File: config.mk
export PLATFORM = sky130hd
export DESIGN_NAME = csm_serial_ctl
export DESIGN_NICKNAME = d
export VERILOG_FILES = /design/src/common/csm_pkg.sv /design/src/hdl/csm_serial_ctl.sv
export SDC_FILE = /design/constraint.sdc
export NUM_CORES = 1
export LEC_CHECK = 0
export BUFFER_PORTS_ARGS = -buffer_cell sky130_fd_sc_hd__buf_2
export CAP_MARGIN = 15
export CORE_MARGIN = 8
export CORE_UTILIZATION = 50
export DETAILED_ROUTE_END_ITERATION = 6
export PLACE_DENSITY = 0.7
export SYNTH_ARGS = -nofsm -noshare
export SYNTH_HDL_FRONTEND = slang
export SYNTH_SLANG_ARGS = --single-unit
export TNS_END_PERCENT = 50
File: constraint.sdc
create_clock -name sys_clk -period 2.4 [get_ports sys_clk]
set_input_delay 0.12 -clock sys_clk [delete_from_list [all_inputs] [get_ports sys_clk]]
set_output_delay 0.12 -clock sys_clk [all_outputs]
set_load 0.005 [all_outputs]
File: src/common/csm_pkg.sv
// constants for the codec serial mode control block
package csm_pkg;
    localparam int WORD_W = 16;
    localparam int DATA_W = 8;
    localparam int RA_W = 3;
    // control word fields
    localparam int CW_FLAG = 15;
    localparam int CW_RW = 14;
    localparam int CW_DEV_HI = 13;
    localparam int CW_DEV_LO = 11;
    localparam int CW_REG_HI = 10;
    localparam int CW_REG_LO = 8;
    // register addresses
    localparam logic [2:0] REG_A = 3'h0;
    localparam logic [2:0] REG_B = 3'h1;
    localparam logic [2:0] REG_C = 3'h2;
    localparam logic [2:0] REG_D = 3'h3;
    localparam logic [2:0] REG_E = 3'h4;
    localparam int NUM_REGS = 5;
    // control_reg_a fields
    localparam int A_RUN = 0;
    localparam int A_MIX = 1;
    localparam int A_ALB = 2;
    localparam int A_DLB = 3;
    localparam int A_DC_LO = 4;
    localparam int A_DC_HI = 6;
    // converter timing register: bits 7:6 always zero
    localparam logic [7:0] E_MASK = 8'h3F;
    localparam logic [7:0] REG_RST = 8'h00;
    // frame pacing in divided master clock periods
    localparam int SLOW_PERIOD = 2048;
    localparam int FAST_PERIOD = 256;
    localparam int FCNT_W = 11;
    localparam logic [4:0] BITS_PER_WORD = 5'h10;
    localparam logic [4:0] CNT_ONE = 5'h01;
    localparam logic [4:0] CNT_ZERO = 5'h00;
endpackage : csm_pkg

File: src/hdl/csm_serial_ctl.sv
// serial port front end: mode decode, cascade addressing and control registers
module csm_serial_ctl
    import csm_pkg::*;
(
    // clock and reset
    input wire logic sys_clk,
    input wire logic rst_b,
    // divided master clock enable pulse
    input wire logic divided_master_clock_en,
    // serial port pins
    input wire logic port_enable_pin,
    input wire logic serial_in,
    input wire logic in_frame_sync,
    output logic serial_clk,
    output logic serial_out,
    output logic out_frame_sync,
    // converter side
    input wire logic [WORD_W-1:0] adc_sample,
    output logic [WORD_W-1:0] dac_word,
    output logic dac_load,
    // register outputs
    output logic [7:0] control_reg_a,
    output logic [2:0] input_gain_sel,
    output logic modulator_reset,
    output logic [2:0] output_gain_sel,
    output logic output_mute,
    output logic [4:0] conversion_lead,
    output logic interp_bypass
);
    logic [7:0] regs [NUM_REGS];
    logic rate_fast;
    logic [FCNT_W-1:0] frame_cnt;
    logic bit_en;
    logic tick;
    logic [4:0] rx_cnt;
    logic [WORD_W-1:0] rx_sh;
    logic [WORD_W-1:0] rx_word;
    logic rx_done;
    logic [2:0] fs_cnt;
    logic own_frame;
    logic [4:0] tx_cnt;
    logic [WORD_W-1:0] tx_sh;
    logic [WORD_W-2:0] dly_dat;
    logic [WORD_W-2:0] dly_fs;
    logic pend_valid;
    logic [WORD_W-1:0] pend_word;
    logic run_select;
    logic interleave_enable;
    logic analog_loopback;
    logic digital_loopback;
    logic [2:0] cascade_count;
    logic is_ctrl;
    logic [2:0] dev_addr;
    logic [2:0] reg_addr;
    logic [7:0] next_a;
    logic [WORD_W-1:0] next_tx;

    typedef enum logic [1:0] {CSM_PROGRAM, CSM_DATA, CSM_MIXED} csm_mode_t;
    csm_mode_t mode;

    function automatic logic [FCNT_W-1:0] period_last(input logic fast);
        period_last = fast ? FCNT_W'(FAST_PERIOD - 1) : FCNT_W'(SLOW_PERIOD - 1);
    endfunction

    assign run_select = control_reg_a[A_RUN];
    assign interleave_enable = control_reg_a[A_MIX];
    assign analog_loopback = control_reg_a[A_ALB];
    assign digital_loopback = control_reg_a[A_DLB];
    assign cascade_count = control_reg_a[A_DC_HI:A_DC_LO];
    assign control_reg_a = regs[REG_A];
    assign input_gain_sel = regs[REG_D][2:0];
    assign modulator_reset = regs[REG_D][3];
    assign output_gain_sel = regs[REG_D][6:4];
    assign output_mute = regs[REG_D][7];
    assign conversion_lead = regs[REG_E][4:0];
    assign interp_bypass = regs[REG_E][5];

    always_comb begin
        if (!run_select) begin
            mode = CSM_PROGRAM;
        end else if (interleave_enable) begin
            mode = CSM_MIXED;
        end else begin
            mode = CSM_DATA;
        end
    end

    // bit clock follows the divided master clock while the port is enabled
    assign bit_en = divided_master_clock_en && port_enable_pin;
    assign tick = bit_en && (frame_cnt == '0);

    always_ff @(posedge sys_clk or negedge rst_b) begin
        if (!rst_b) begin
            serial_clk <= 1'b0;
        end else begin
            serial_clk <= bit_en;
        end
    end

    // output frame pacing
    always_ff @(posedge sys_clk or negedge rst_b) begin
        if (!rst_b) begin
            frame_cnt <= '0;
        end else if (bit_en) begin
            if (frame_cnt == '0) begin
                frame_cnt <= period_last(rate_fast);
            end else begin
                frame_cnt <= frame_cnt - 1'b1;
            end
        end
    end

    // input deserialiser; a sync during the last bit restarts cleanly
    always_ff @(posedge sys_clk or negedge rst_b) begin
        if (!rst_b) begin
            rx_cnt <= CNT_ZERO;
            rx_sh <= '0;
            rx_word <= '0;
            rx_done <= 1'b0;
        end else begin
            rx_done <= 1'b0;
            if (bit_en) begin
                if (rx_cnt != CNT_ZERO) begin
                    rx_sh <= {rx_sh[WORD_W-2:0], serial_in};
                end
                if (rx_cnt == CNT_ONE) begin
                    rx_word <= {rx_sh[WORD_W-2:0], serial_in};
                    rx_done <= 1'b1;
                end
                if (in_frame_sync) begin
                    rx_cnt <= BITS_PER_WORD;
                end else if (rx_cnt != CNT_ZERO) begin
                    rx_cnt <= rx_cnt - 1'b1;
                end
            end
        end
    end

    // input sync counting selects this device's slot in a cascade
    always_ff @(posedge sys_clk or negedge rst_b) begin
        if (!rst_b) begin
            fs_cnt <= '0;
            own_frame <= 1'b0;
        end else if (bit_en && in_frame_sync && run_select) begin
            own_frame <= (fs_cnt == cascade_count);
            fs_cnt <= (fs_cnt == cascade_count) ? 3'h0 : fs_cnt + 1'b1;
        end
    end

    // word decode
    assign is_ctrl = (mode == CSM_PROGRAM) ||
        ((mode == CSM_MIXED) && rx_word[CW_FLAG]);
    assign dev_addr = rx_word[CW_DEV_HI:CW_DEV_LO];
    assign reg_addr = rx_word[CW_REG_HI:CW_REG_LO];

    // loopback bits stick unless mixed mode is on now or in the new value
    always_comb begin
        next_a = rx_word[7:0];
        if (!(interleave_enable || rx_word[A_MIX])) begin
            next_a[A_ALB] = rx_word[A_ALB] | analog_loopback;
            next_a[A_DLB] = rx_word[A_DLB] | digital_loopback;
        end
    end

    // register file; data mode never reaches here since is_ctrl is low
    always_ff @(posedge sys_clk or negedge rst_b) begin
        if (!rst_b) begin
            for (int i = 0; i < NUM_REGS; i++) begin
                regs[i] <= REG_RST;
            end
            rate_fast <= 1'b0;
        end else if (rx_done && is_ctrl && dev_addr == 3'h0 && !rx_word[CW_RW]) begin
            case (reg_addr)
                REG_A: regs[REG_A] <= next_a;
                REG_B: begin
                    regs[REG_B] <= rx_word[7:0];
                    rate_fast <= 1'b1;
                end
                REG_C: regs[REG_C] <= rx_word[7:0];
                REG_D: regs[REG_D] <= rx_word[7:0];
                REG_E: regs[REG_E] <= rx_word[7:0] & E_MASK;
                default: ;
            endcase
        end
    end

    // words queued for the next output slot: passed on or read back
    always_ff @(posedge sys_clk or negedge rst_b) begin
        if (!rst_b) begin
            pend_valid <= 1'b0;
            pend_word <= '0;
        end else begin
            if (tick) begin
                pend_valid <= 1'b0;
            end
            // a new word beats the slot that drains the old one
            if (rx_done && is_ctrl) begin
                if (dev_addr != 3'h0) begin
                    pend_valid <= 1'b1;
                    pend_word <= rx_word;
                    pend_word[CW_DEV_HI:CW_DEV_LO] <= dev_addr - 1'b1;
                end else if (rx_word[CW_RW]) begin
                    pend_valid <= 1'b1;
                    pend_word <= {rx_word[WORD_W-1:DATA_W],
                        (reg_addr < 3'(NUM_REGS)) ? regs[reg_addr] : 8'h00};
                end
            end
        end
    end

    // converter register
    always_ff @(posedge sys_clk or negedge rst_b) begin
        if (!rst_b) begin
            dac_word <= '0;
            dac_load <= 1'b0;
        end else begin
            dac_load <= 1'b0;
            if (analog_loopback) begin
                if (tick) begin
                    dac_word <= adc_sample;
                    dac_load <= 1'b1;
                end
            end else if (rx_done && own_frame && mode == CSM_DATA) begin
                dac_word <= rx_word;
                dac_load <= 1'b1;
            end else if (rx_done && own_frame && mode == CSM_MIXED && !rx_word[CW_FLAG]) begin
                dac_word <= {rx_word[WORD_W-2:0], 1'b0};
                dac_load <= 1'b1;
            end
        end
    end

    always_comb begin
        if (pend_valid) begin
            next_tx = pend_word;
        end else if (mode == CSM_MIXED) begin
            next_tx = {1'b0, adc_sample[WORD_W-2:0]};
        end else begin
            next_tx = adc_sample;
        end
    end

    // serialiser and digital loopback delay line
    always_ff @(posedge sys_clk or negedge rst_b) begin
        if (!rst_b) begin
            tx_cnt <= CNT_ZERO;
            tx_sh <= '0;
            dly_dat <= '0;
            dly_fs <= '0;
            serial_out <= 1'b0;
            out_frame_sync <= 1'b0;
        end else if (bit_en) begin
            // one stage short of a word: the output flop is the sixteenth bit of delay
            dly_dat <= {dly_dat[WORD_W-3:0], serial_in};
            dly_fs <= {dly_fs[WORD_W-3:0], in_frame_sync};
            if (tick) begin
                tx_sh <= next_tx;
                tx_cnt <= BITS_PER_WORD;
            end else if (tx_cnt != CNT_ZERO) begin
                tx_sh <= {tx_sh[WORD_W-2:0], 1'b0};
                tx_cnt <= tx_cnt - 1'b1;
            end
            if (digital_loopback) begin
                serial_out <= dly_dat[WORD_W-2];
                out_frame_sync <= dly_fs[WORD_W-2];
            end else begin
                serial_out <= (tx_cnt != CNT_ZERO) ? tx_sh[WORD_W-1] : 1'b0;
                out_frame_sync <= tick;
            end
        end
    end

    // checks
    property p_prog_ctrl;
        @(posedge sys_clk) disable iff (!rst_b)
        (rx_done && mode == CSM_PROGRAM && dev_addr == 3'h0 && !rx_word[CW_RW]
            && reg_addr == REG_D) |=> regs[REG_D] == DATA_W'($past(rx_word));
    endproperty
    a_prog_ctrl: assert property (p_prog_ctrl) else $error("program frame not control");

    property p_pass_dec;
        @(posedge sys_clk) disable iff (!rst_b)
        (rx_done && is_ctrl && dev_addr != 3'h0) |=>
            pend_valid && pend_word[CW_DEV_HI:CW_DEV_LO] == $past(dev_addr) - 3'h1;
    endproperty
    a_pass_dec: assert property (p_pass_dec) else $error("address not decremented");

    property p_fs_one_bit;
        @(posedge sys_clk) disable iff (!rst_b)
        (bit_en && !digital_loopback) |=> out_frame_sync == $past(tick);
    endproperty
    a_fs_one_bit: assert property (p_fs_one_bit) else $error("frame sync wrong");

    property p_slow_rate;
        @(posedge sys_clk) disable iff (!rst_b)
        (tick && !rate_fast) |=> frame_cnt == FCNT_W'(SLOW_PERIOD - 1);
    endproperty
    a_slow_rate: assert property (p_slow_rate) else $error("slow period wrong");

    property p_data_load;
        @(posedge sys_clk) disable iff (!rst_b)
        (rx_done && own_frame && mode == CSM_DATA && !analog_loopback) |=>
            dac_load && dac_word == $past(rx_word);
    endproperty
    a_data_load: assert property (p_data_load) else $error("data word not loaded");

    property p_lock;
        @(posedge sys_clk) disable iff (!rst_b)
        (mode == CSM_DATA) |=> $stable(control_reg_a) && $stable(regs[REG_D]);
    endproperty
    a_lock: assert property (p_lock) else $error("register changed in data mode");

    property p_mixed_load;
        @(posedge sys_clk) disable iff (!rst_b)
        (rx_done && own_frame && mode == CSM_MIXED && !rx_word[CW_FLAG] && !analog_loopback)
            |=> dac_word[0] == 1'b0 && dac_load;
    endproperty
    a_mixed_load: assert property (p_mixed_load) else $error("mixed data not justified");

    property p_alb_hold;
        @(posedge sys_clk) disable iff (!rst_b)
        (analog_loopback && !interleave_enable) |=> analog_loopback;
    endproperty
    a_alb_hold: assert property (p_alb_hold) else $error("loopback cleared");

    property p_reg_e;
        @(posedge sys_clk) disable iff (!rst_b)
        regs[REG_E][7:6] == 2'h0;
    endproperty
    a_reg_e: assert property (p_reg_e) else $error("reserved bits set");

    c_fast: cover property (@(posedge sys_clk) disable iff (!rst_b) $rose(rate_fast));
    c_data: cover property (@(posedge sys_clk) disable iff (!rst_b) dac_load && mode == CSM_DATA);
    c_mixed: cover property (@(posedge sys_clk) disable iff (!rst_b)
        rx_done && is_ctrl && mode == CSM_MIXED);
    c_pass: cover property (@(posedge sys_clk) disable iff (!rst_b)
        tick && pend_valid);
endmodule // csm_serial_ctl

==> qor.txt, run 1 <==
vias after detailed routing -> 5,826
DP HPWL -> 13.4 mm
final period utilization -> 97.3%
max_slew headroom -> 38.9%
CP Max Fanout -> 9
Die ar. -> 0.0212 sq mm
vias in the first global route -> 5,860
Max Clock Skew -> 0.00940 ns
# port buffers -> 63
initial antenna violation count -> 0
worst skew pair latency -> 0.43 ns
die width -> 146 um
post-DR wirelength/cell -> 18.2 um
MaxCap Viol Count -> 0
CTS Buf Count -> 17
first-pass detailed-route iteration total -> 4
total core area -> 0.0165 sq mm
final hold violations -> 0
flops & latches, synth -> 179
maximum root-to-sink buffer count -> 2
Clock Pin Slew Worst Setup and Hold Paths -> 0.07 ns
grt total ovfl -> 0
Die Ht -> 146 um
most numerous cell in the Yosys netlist -> dfrtp_1
Worst setup EP type -> flip-flop
Worst Setup Start Kind -> flip-flop
outcome -> finished, final reports clean
first-pass GRT wire length -> 30.8 mm
Synth top area share -> 53.3%
unrepaired setup endpoints after global routing -> yes
HP Class -> input port to flip-flop
largest net degree at the start of global routing -> 56
Post-Route WL -> 18.8 mm
Syn Std Cell Area -> 0.00841 sq mm
synth warn -> 0
top cells by count, synth -> dfrtp_1 (179), nand2_1 (138), mux2_2 (111), o21ai_0 (37), clkbuf_1 (28)
DR vias/cell -> 5.63
Net Count, Synth -> 770
Highest Clock Rate -> 428 MHz
Setup CP Type -> flip-flop to flip-flop
Mean Syn Cell Area -> 11.4 sq um
layout cell share with drive strength beyond 1 -> 32.3%
CTS H-tree lvls -> 4
initial core utilization -> 50.9%
Synth area leader -> dfrtp_1
CTS tree -> yes
I/O Pins -> 64
CP arrival -> 2.65 ns
Post-synth EDFFs -> 0
CTS Sinks -> 179
Pleak -> 0.00486 uW
TNS Setup -> 0 ns
Yosys cell types -> 55
fin util -> 58.3%
Nets -> 830
final setup fails -> 0
ANT nets after route -> 0
Final Max Tran Viols -> 0
row count -> 47
peak supply drop -> 0.535 mV
number of remaining DRC errors -> 0
CTS Root Cell -> clkbuf_16
post-route minimum period -> 2.34 ns
Layout area overhead -> 14.6%
critical path data required time -> 2.71 ns
Power Dens Cells -> 980 mW/mm^2
gpl congestion -> 0.850
# diodes -> 0
All-Layer GR Usage -> 18.0%
ranking of synthesized cells by area -> dfrtp_1 (53%), mux2_2 (15%), nand2_1 (6.2%), mux2i_1 (2.9%), o21ai_0 (2.2%)
worst slew pin tran -> 0.913 ns
asr flop ratio synth -> 100%
synthesized instance count -> 741
DR iter-0 viols -> 340
ys flop type -> dfrtp_1
share of the yosys chip area belonging to registers -> 53.3%
## critical path, cell delays in order (launching register included)
cell and delay, ns:
dfrtp_1 0.41, or4_4 0.60, or4_1 0.51, a21oi_4 0.21, buf_12 0.15, mux2_2 0.34
## power breakdown
group / internal, uW / total [uW] / switching [uW] / leakage [uW]
Sequential: 3640 / 4380 / 748 / 0.00238
Clock: 1400 / 2700 / 1300 / 0.000288
Combinational: 1150 / 2360 / 1210 / 0.00219
## stage by stage
step	instances	instance area (sq um)	setup WS, ns	hold WS, ns	power, uW
6_report	1034	9640	0.0648	0.00932	9450
5_1_grt	1034	9640	-0.00757	0.0171	9970
4_1_cts	1033	9590	0.00987	0.000871	9480
3_5_place_dp	999	8990	0.0317	0.117	6740
3_3_place_gp	999	8990	0.127	0.112	6580
2_1_floorplan	741	8410	0.130	-0.176	5920
## per-layer routing
metal  vias to the layer above  global-route usage, %  wire [um]
li1                       2709                      -          -
met1                      2925                   21.9       7940
met2                       147                   29.9       9340
met3                        45                   3.61        895
met4                         0                   9.21        656
met5                         -                      0          0
## repair_timing
item,in CTS,in global routing
resized for setup,0,5
endpoints found under the hold margin,55,0
buffers inserted,0,1
endpoints found under the setup margin,0,28
hold buffers,2,0
## registers in the layout (all words and copies together), names as in the netlist, 3 cells and up
name,count
rx_word,16
conversion_lead,5
output_gain_sel,3
fs_cnt,3
dly_fs,15
control_reg_a,8
dac_word,16
dly_dat,15
input_gain_sel,3
tx_sh,16
pend_word,16
tx_cnt,5
regs,16
rx_sh,15
frame_cnt,11
rx_cnt,5
## cells in the final DEF, fill, tap and decap left out, types with 4 or more instances in the layout
cell type / instances
nor2_1: 22
a21oi_1: 11
xnor2_1: 6
buf_2: 62
a211oi_1: 7
ha_1: 6
nand3_1: 11
nor3_1: 6
nand2_1: 138
mux2i_1: 24
nor4_1: 4
dfrtp_1: 179
clkbuf_16: 17
nand3b_1: 5
xor2_1: 4
mux2_2: 111
nor2b_1: 13
inv_8: 6
a311oi_1: 7
nand2b_1: 4
mux4_2: 8
buf_4: 33
o21ai_0: 37
inv_1: 15
inv_6: 6
o31ai_1: 9
## cell families (layout without fill, tap and decap cells)
logic type / count (synthesis) / count (layout) / synth area share (%)
buf+inv: 76 / 149 / 4.43
flops: 179 / 179 / 53.3
fa+ha+maj: 7 / 7 / 1.04
compound gates: 97 / 97 / 7.65
simple gates: 229 / 229 / 12.7
xor+xnor: 10 / 10 / 1.04
mux: 143 / 143 / 19.9
## layout make-up
| type | instances | area [sq um] |
|---|---|---|
| clock buffers | 17 | 425 |
| clock inverters | 15 | 154 |
| fillers | 1329 | 6890 |
| inverters | 15 | 56.3 |
| multi-input cells | 486 | 3580 |
| flip-flops and latches | 179 | 4480 |
| well taps | 220 | 275 |
| repair buffers | 102 | 661 |
## worst paths after layout
path | start | end | slack, ns | cells after the start
max in group asynchronous | rst_b | regs[20] | 1.41 | 3
min in group asynchronous | rst_b | dac_word[0] | 0.22 | 2
setup / recovery | frame_cnt[6] | tx_sh[15] | 0.06 | 5
hold / removal | in_frame_sync | rx_cnt[1] | 0.009 | 4
hold reg to reg | dly_dat[1] | dly_dat[1] | 0.47 | 2
setup reg to reg | frame_cnt[6] | tx_sh[15] | 0.06 | 5
Power figures use the tool's default switching activity.
==> run 2, diff against run 1 <==
--- a/config.mk
+++ b/config.mk
@@ -7,10 +7,12 @@
 export LEC_CHECK = 0
 export BUFFER_PORTS_ARGS = -buffer_cell sky130_fd_sc_hd__buf_2
 export CAP_MARGIN = 15
+export CELL_PAD_IN_SITES_DETAIL_PLACEMENT = 0
+export CELL_PAD_IN_SITES_GLOBAL_PLACEMENT = 1
 export CORE_MARGIN = 8
-export CORE_UTILIZATION = 50
+export CORE_UTILIZATION = 44
 export DETAILED_ROUTE_END_ITERATION = 6
-export PLACE_DENSITY = 0.7
+export PLACE_DENSITY = 0.75
 export SYNTH_ARGS = -nofsm -noshare
 export SYNTH_HDL_FRONTEND = slang
 export SYNTH_SLANG_ARGS = --single-unit
==> run 2 against run 1 <==
Against the previous run: clock skew increased by 0.0018 ns; final cell count increased by 1.2%; count of clock-buffer cells in the layout unchanged; die area up 12%; design area barely moved; total power down 0.52%; via count shrank 2.8%; critical path depth down 1; global-route usage is 1.4 points lower.
==> qor.txt, run 2 (synthesis results as in run 1) <==
initial core utilization -> 45.0% (-5.9 points)
non-filler instance count after layout -> 1,046 (+1.2%)
max_slew headroom -> 37.0% (-1.9 points)
Worst Setup Start Kind -> flip-flop
CTS Buf Count -> 17 (unchanged)
MaxCap Viol Count -> 0 (unchanged)
worst slew pin tran -> 0.941 ns (+0.0282 ns)
final hold violations -> 0 (unchanged)
Layout area overhead -> 14.7% (about the same)
Post-Route WL -> 18.6 mm (-1.1%)
total core area -> 0.0187 sq mm (+13%)
Worst setup EP type -> flip-flop
CP arrival -> 2.63 ns (-0.02 ns)
I/O Pins -> 64 (unchanged)
TNS Setup -> 0 ns (unchanged)
Clock Pin Slew Worst Setup and Hold Paths -> 0.07 ns (about the same)
Pleak -> 0.00485 uW (-0.18%)
initial antenna violation count -> 0 (unchanged)
unrepaired setup endpoints after global routing -> no
# Post-CTS Setup Buffers -> 0 (unchanged)
final period utilization -> 96.2% (-1.1 points)
peak supply drop -> 0.541 mV (+0.98%)
crit path launch -> frame_cnt[6]
Final Max Tran Viols -> 0 (unchanged)
ANT nets after route -> 0 (unchanged)
Highest Clock Rate -> 433 MHz (+1.2%)
HP Class -> input port to flip-flop
vias after detailed routing -> 5,663 (-2.8%)
commonest non-fill, non-tap cell in the layout -> dfrtp_1
CTS tree -> yes
final setup fails -> 0 (unchanged)
most frequent cells in the layout -> dfrtp_1 (179), nand2_1 (138), mux2_2 (111)
Pwr Total -> 9400 uW (-0.52%)
DR iter-0 viols -> 334 (-1.8%)
die width -> 154 um (+5.9%)
Die ar. -> 0.0238 sq mm (+12%)
# fillers -> 1,638 (+23%)
Die Ht -> 154 um (+5.9%)
vias in the first global route -> 5,803 (-0.97%)
post-route minimum period -> 2.31 ns (-0.0271 ns)
grt total ovfl -> 0 (unchanged)
worst skew pair latency -> 0.44 ns (about the same)
critical path data required time -> 2.72 ns (about the same)
All-Layer GR Usage -> 16.6% (-1.4 points)
Power Dens Cells -> 974 mW/mm^2 (-0.59%)
Max Clock Skew -> 0.0112 ns (+0.00178 ns)
first-pass detailed-route iteration total -> 4 (unchanged)
row count -> 50 (+6.4%)
Sequential Area -> 0.00448 sq mm (unchanged)
CP Max Fanout -> 9 (unchanged)
first-pass GRT wire length -> 31.4 mm (+2.0%)
post-DR wirelength/cell -> 17.8 um (-2.2%)
r2r startpoint -> frame_cnt[6]
CTS H-tree lvls -> 4 (unchanged)
DP HPWL -> 13.3 mm (-0.48%)
outcome -> finished, final reports clean
maximum root-to-sink buffer count -> 2 (unchanged)
number of remaining DRC errors -> 0 (unchanged)
Min Hold Slack -> 0.0241 ns (+0.0147 ns)
hold wc startpoint -> adc_sample[0]
gpl congestion -> 0.794 (-6.6%)
CTS Sinks -> 179 (unchanged)
# port buffers -> 63 (unchanged)
Setup CP Type -> flip-flop to flip-flop
layout cell share with drive strength beyond 1 -> 31.8% (-0.54 points)
largest net degree at the start of global routing -> 68 (+21%)
CTS Root Cell -> clkbuf_16
# diodes -> 0 (unchanged)
DR vias/cell -> 5.41 (-3.9%)
multi-input logic area -> 0.00358 sq mm (-0.24%)
dpl cells -> 1,011 (+1.2%)
Nets -> 828 (-0.24%)
==> run 2: cell count changes in the layout (fill, tap and decap cells not counted), sizes merged <==
cell	previous run	this run
buf	100	97
clkinv	3	8
dlygate4sd3	2	3
inv	27	22
==> run 2: final cells by class <==
cell class / count / share of cell area, %
multi-input cells: 486 / 37.1
flip-flops and latches: 179 / 46.5
clock inverters: 15 / 1.75
clock buffers: 17 / 4.41
well taps: 234 / 3.04
inverters: 15 / 0.584
repair buffers: 100 / 6.68
==> run 2: worst max-delay path, cell delays in order, from the launching register on <==
cell	delay [ns]
dfrtp_1	0.41
or4_4	0.60
or4_4	0.46
a21oi_4	0.33
mux2_2	0.39
==> run 2: metal layers <==
| layer | GRT usage (%) | share of wire (%) | vias to the layer above |
|---|---|---|---|
| met1 | 21.5 | 46 | 2845 |
| met4 | 5.60 | 1.6 | 0 |
| li1 | - | - | 2698 |
| met2 | 26.9 | 48 | 96 |
| met5 | 0 | 0 | - |
| met3 | 4.12 | 4.6 | 24 |
==> run 2: repair_timing <==
item	4_1_cts	5_1_grt
hold buffers	3	0
gates resized for setup	0	2
hold endpoints to repair	66	0
endpoints found under the setup margin	0	19
==> run 2: final timing paths <==
check | depth (start not counted) | slack [ns] | to
min in group asynchronous | 2 | 0.24 | dac_word[5]
max in group asynchronous | 3 | 1.45 | frame_cnt[2]
hold / removal | 3 | 0.02 | dac_word[0]
hold reg to reg | 2 | 0.46 | dly_dat[10]
setup reg to reg | 4 | 0.09 | tx_sh[11]
setup / recovery | 4 | 0.09 | tx_sh[11]
==> run 2: metrics by stage <==
stage,cell area [sq um],utilization [%],worst slack [ns]
after floorplan,8410,-,0.130
after global placement,9010,48.2,0.131
after detailed placement,9010,48.2,0.0152
after CTS,9630,51.5,0.0159
after global routing,9640,51.6,0.0163
final,9640,51.6,0.0918
==> run 2: power breakdown <==
part	switching, uW	internal [uW]
Clock	1350	1400
Combinational	1120	1120
Sequential	773	3630
Total	3240	6160
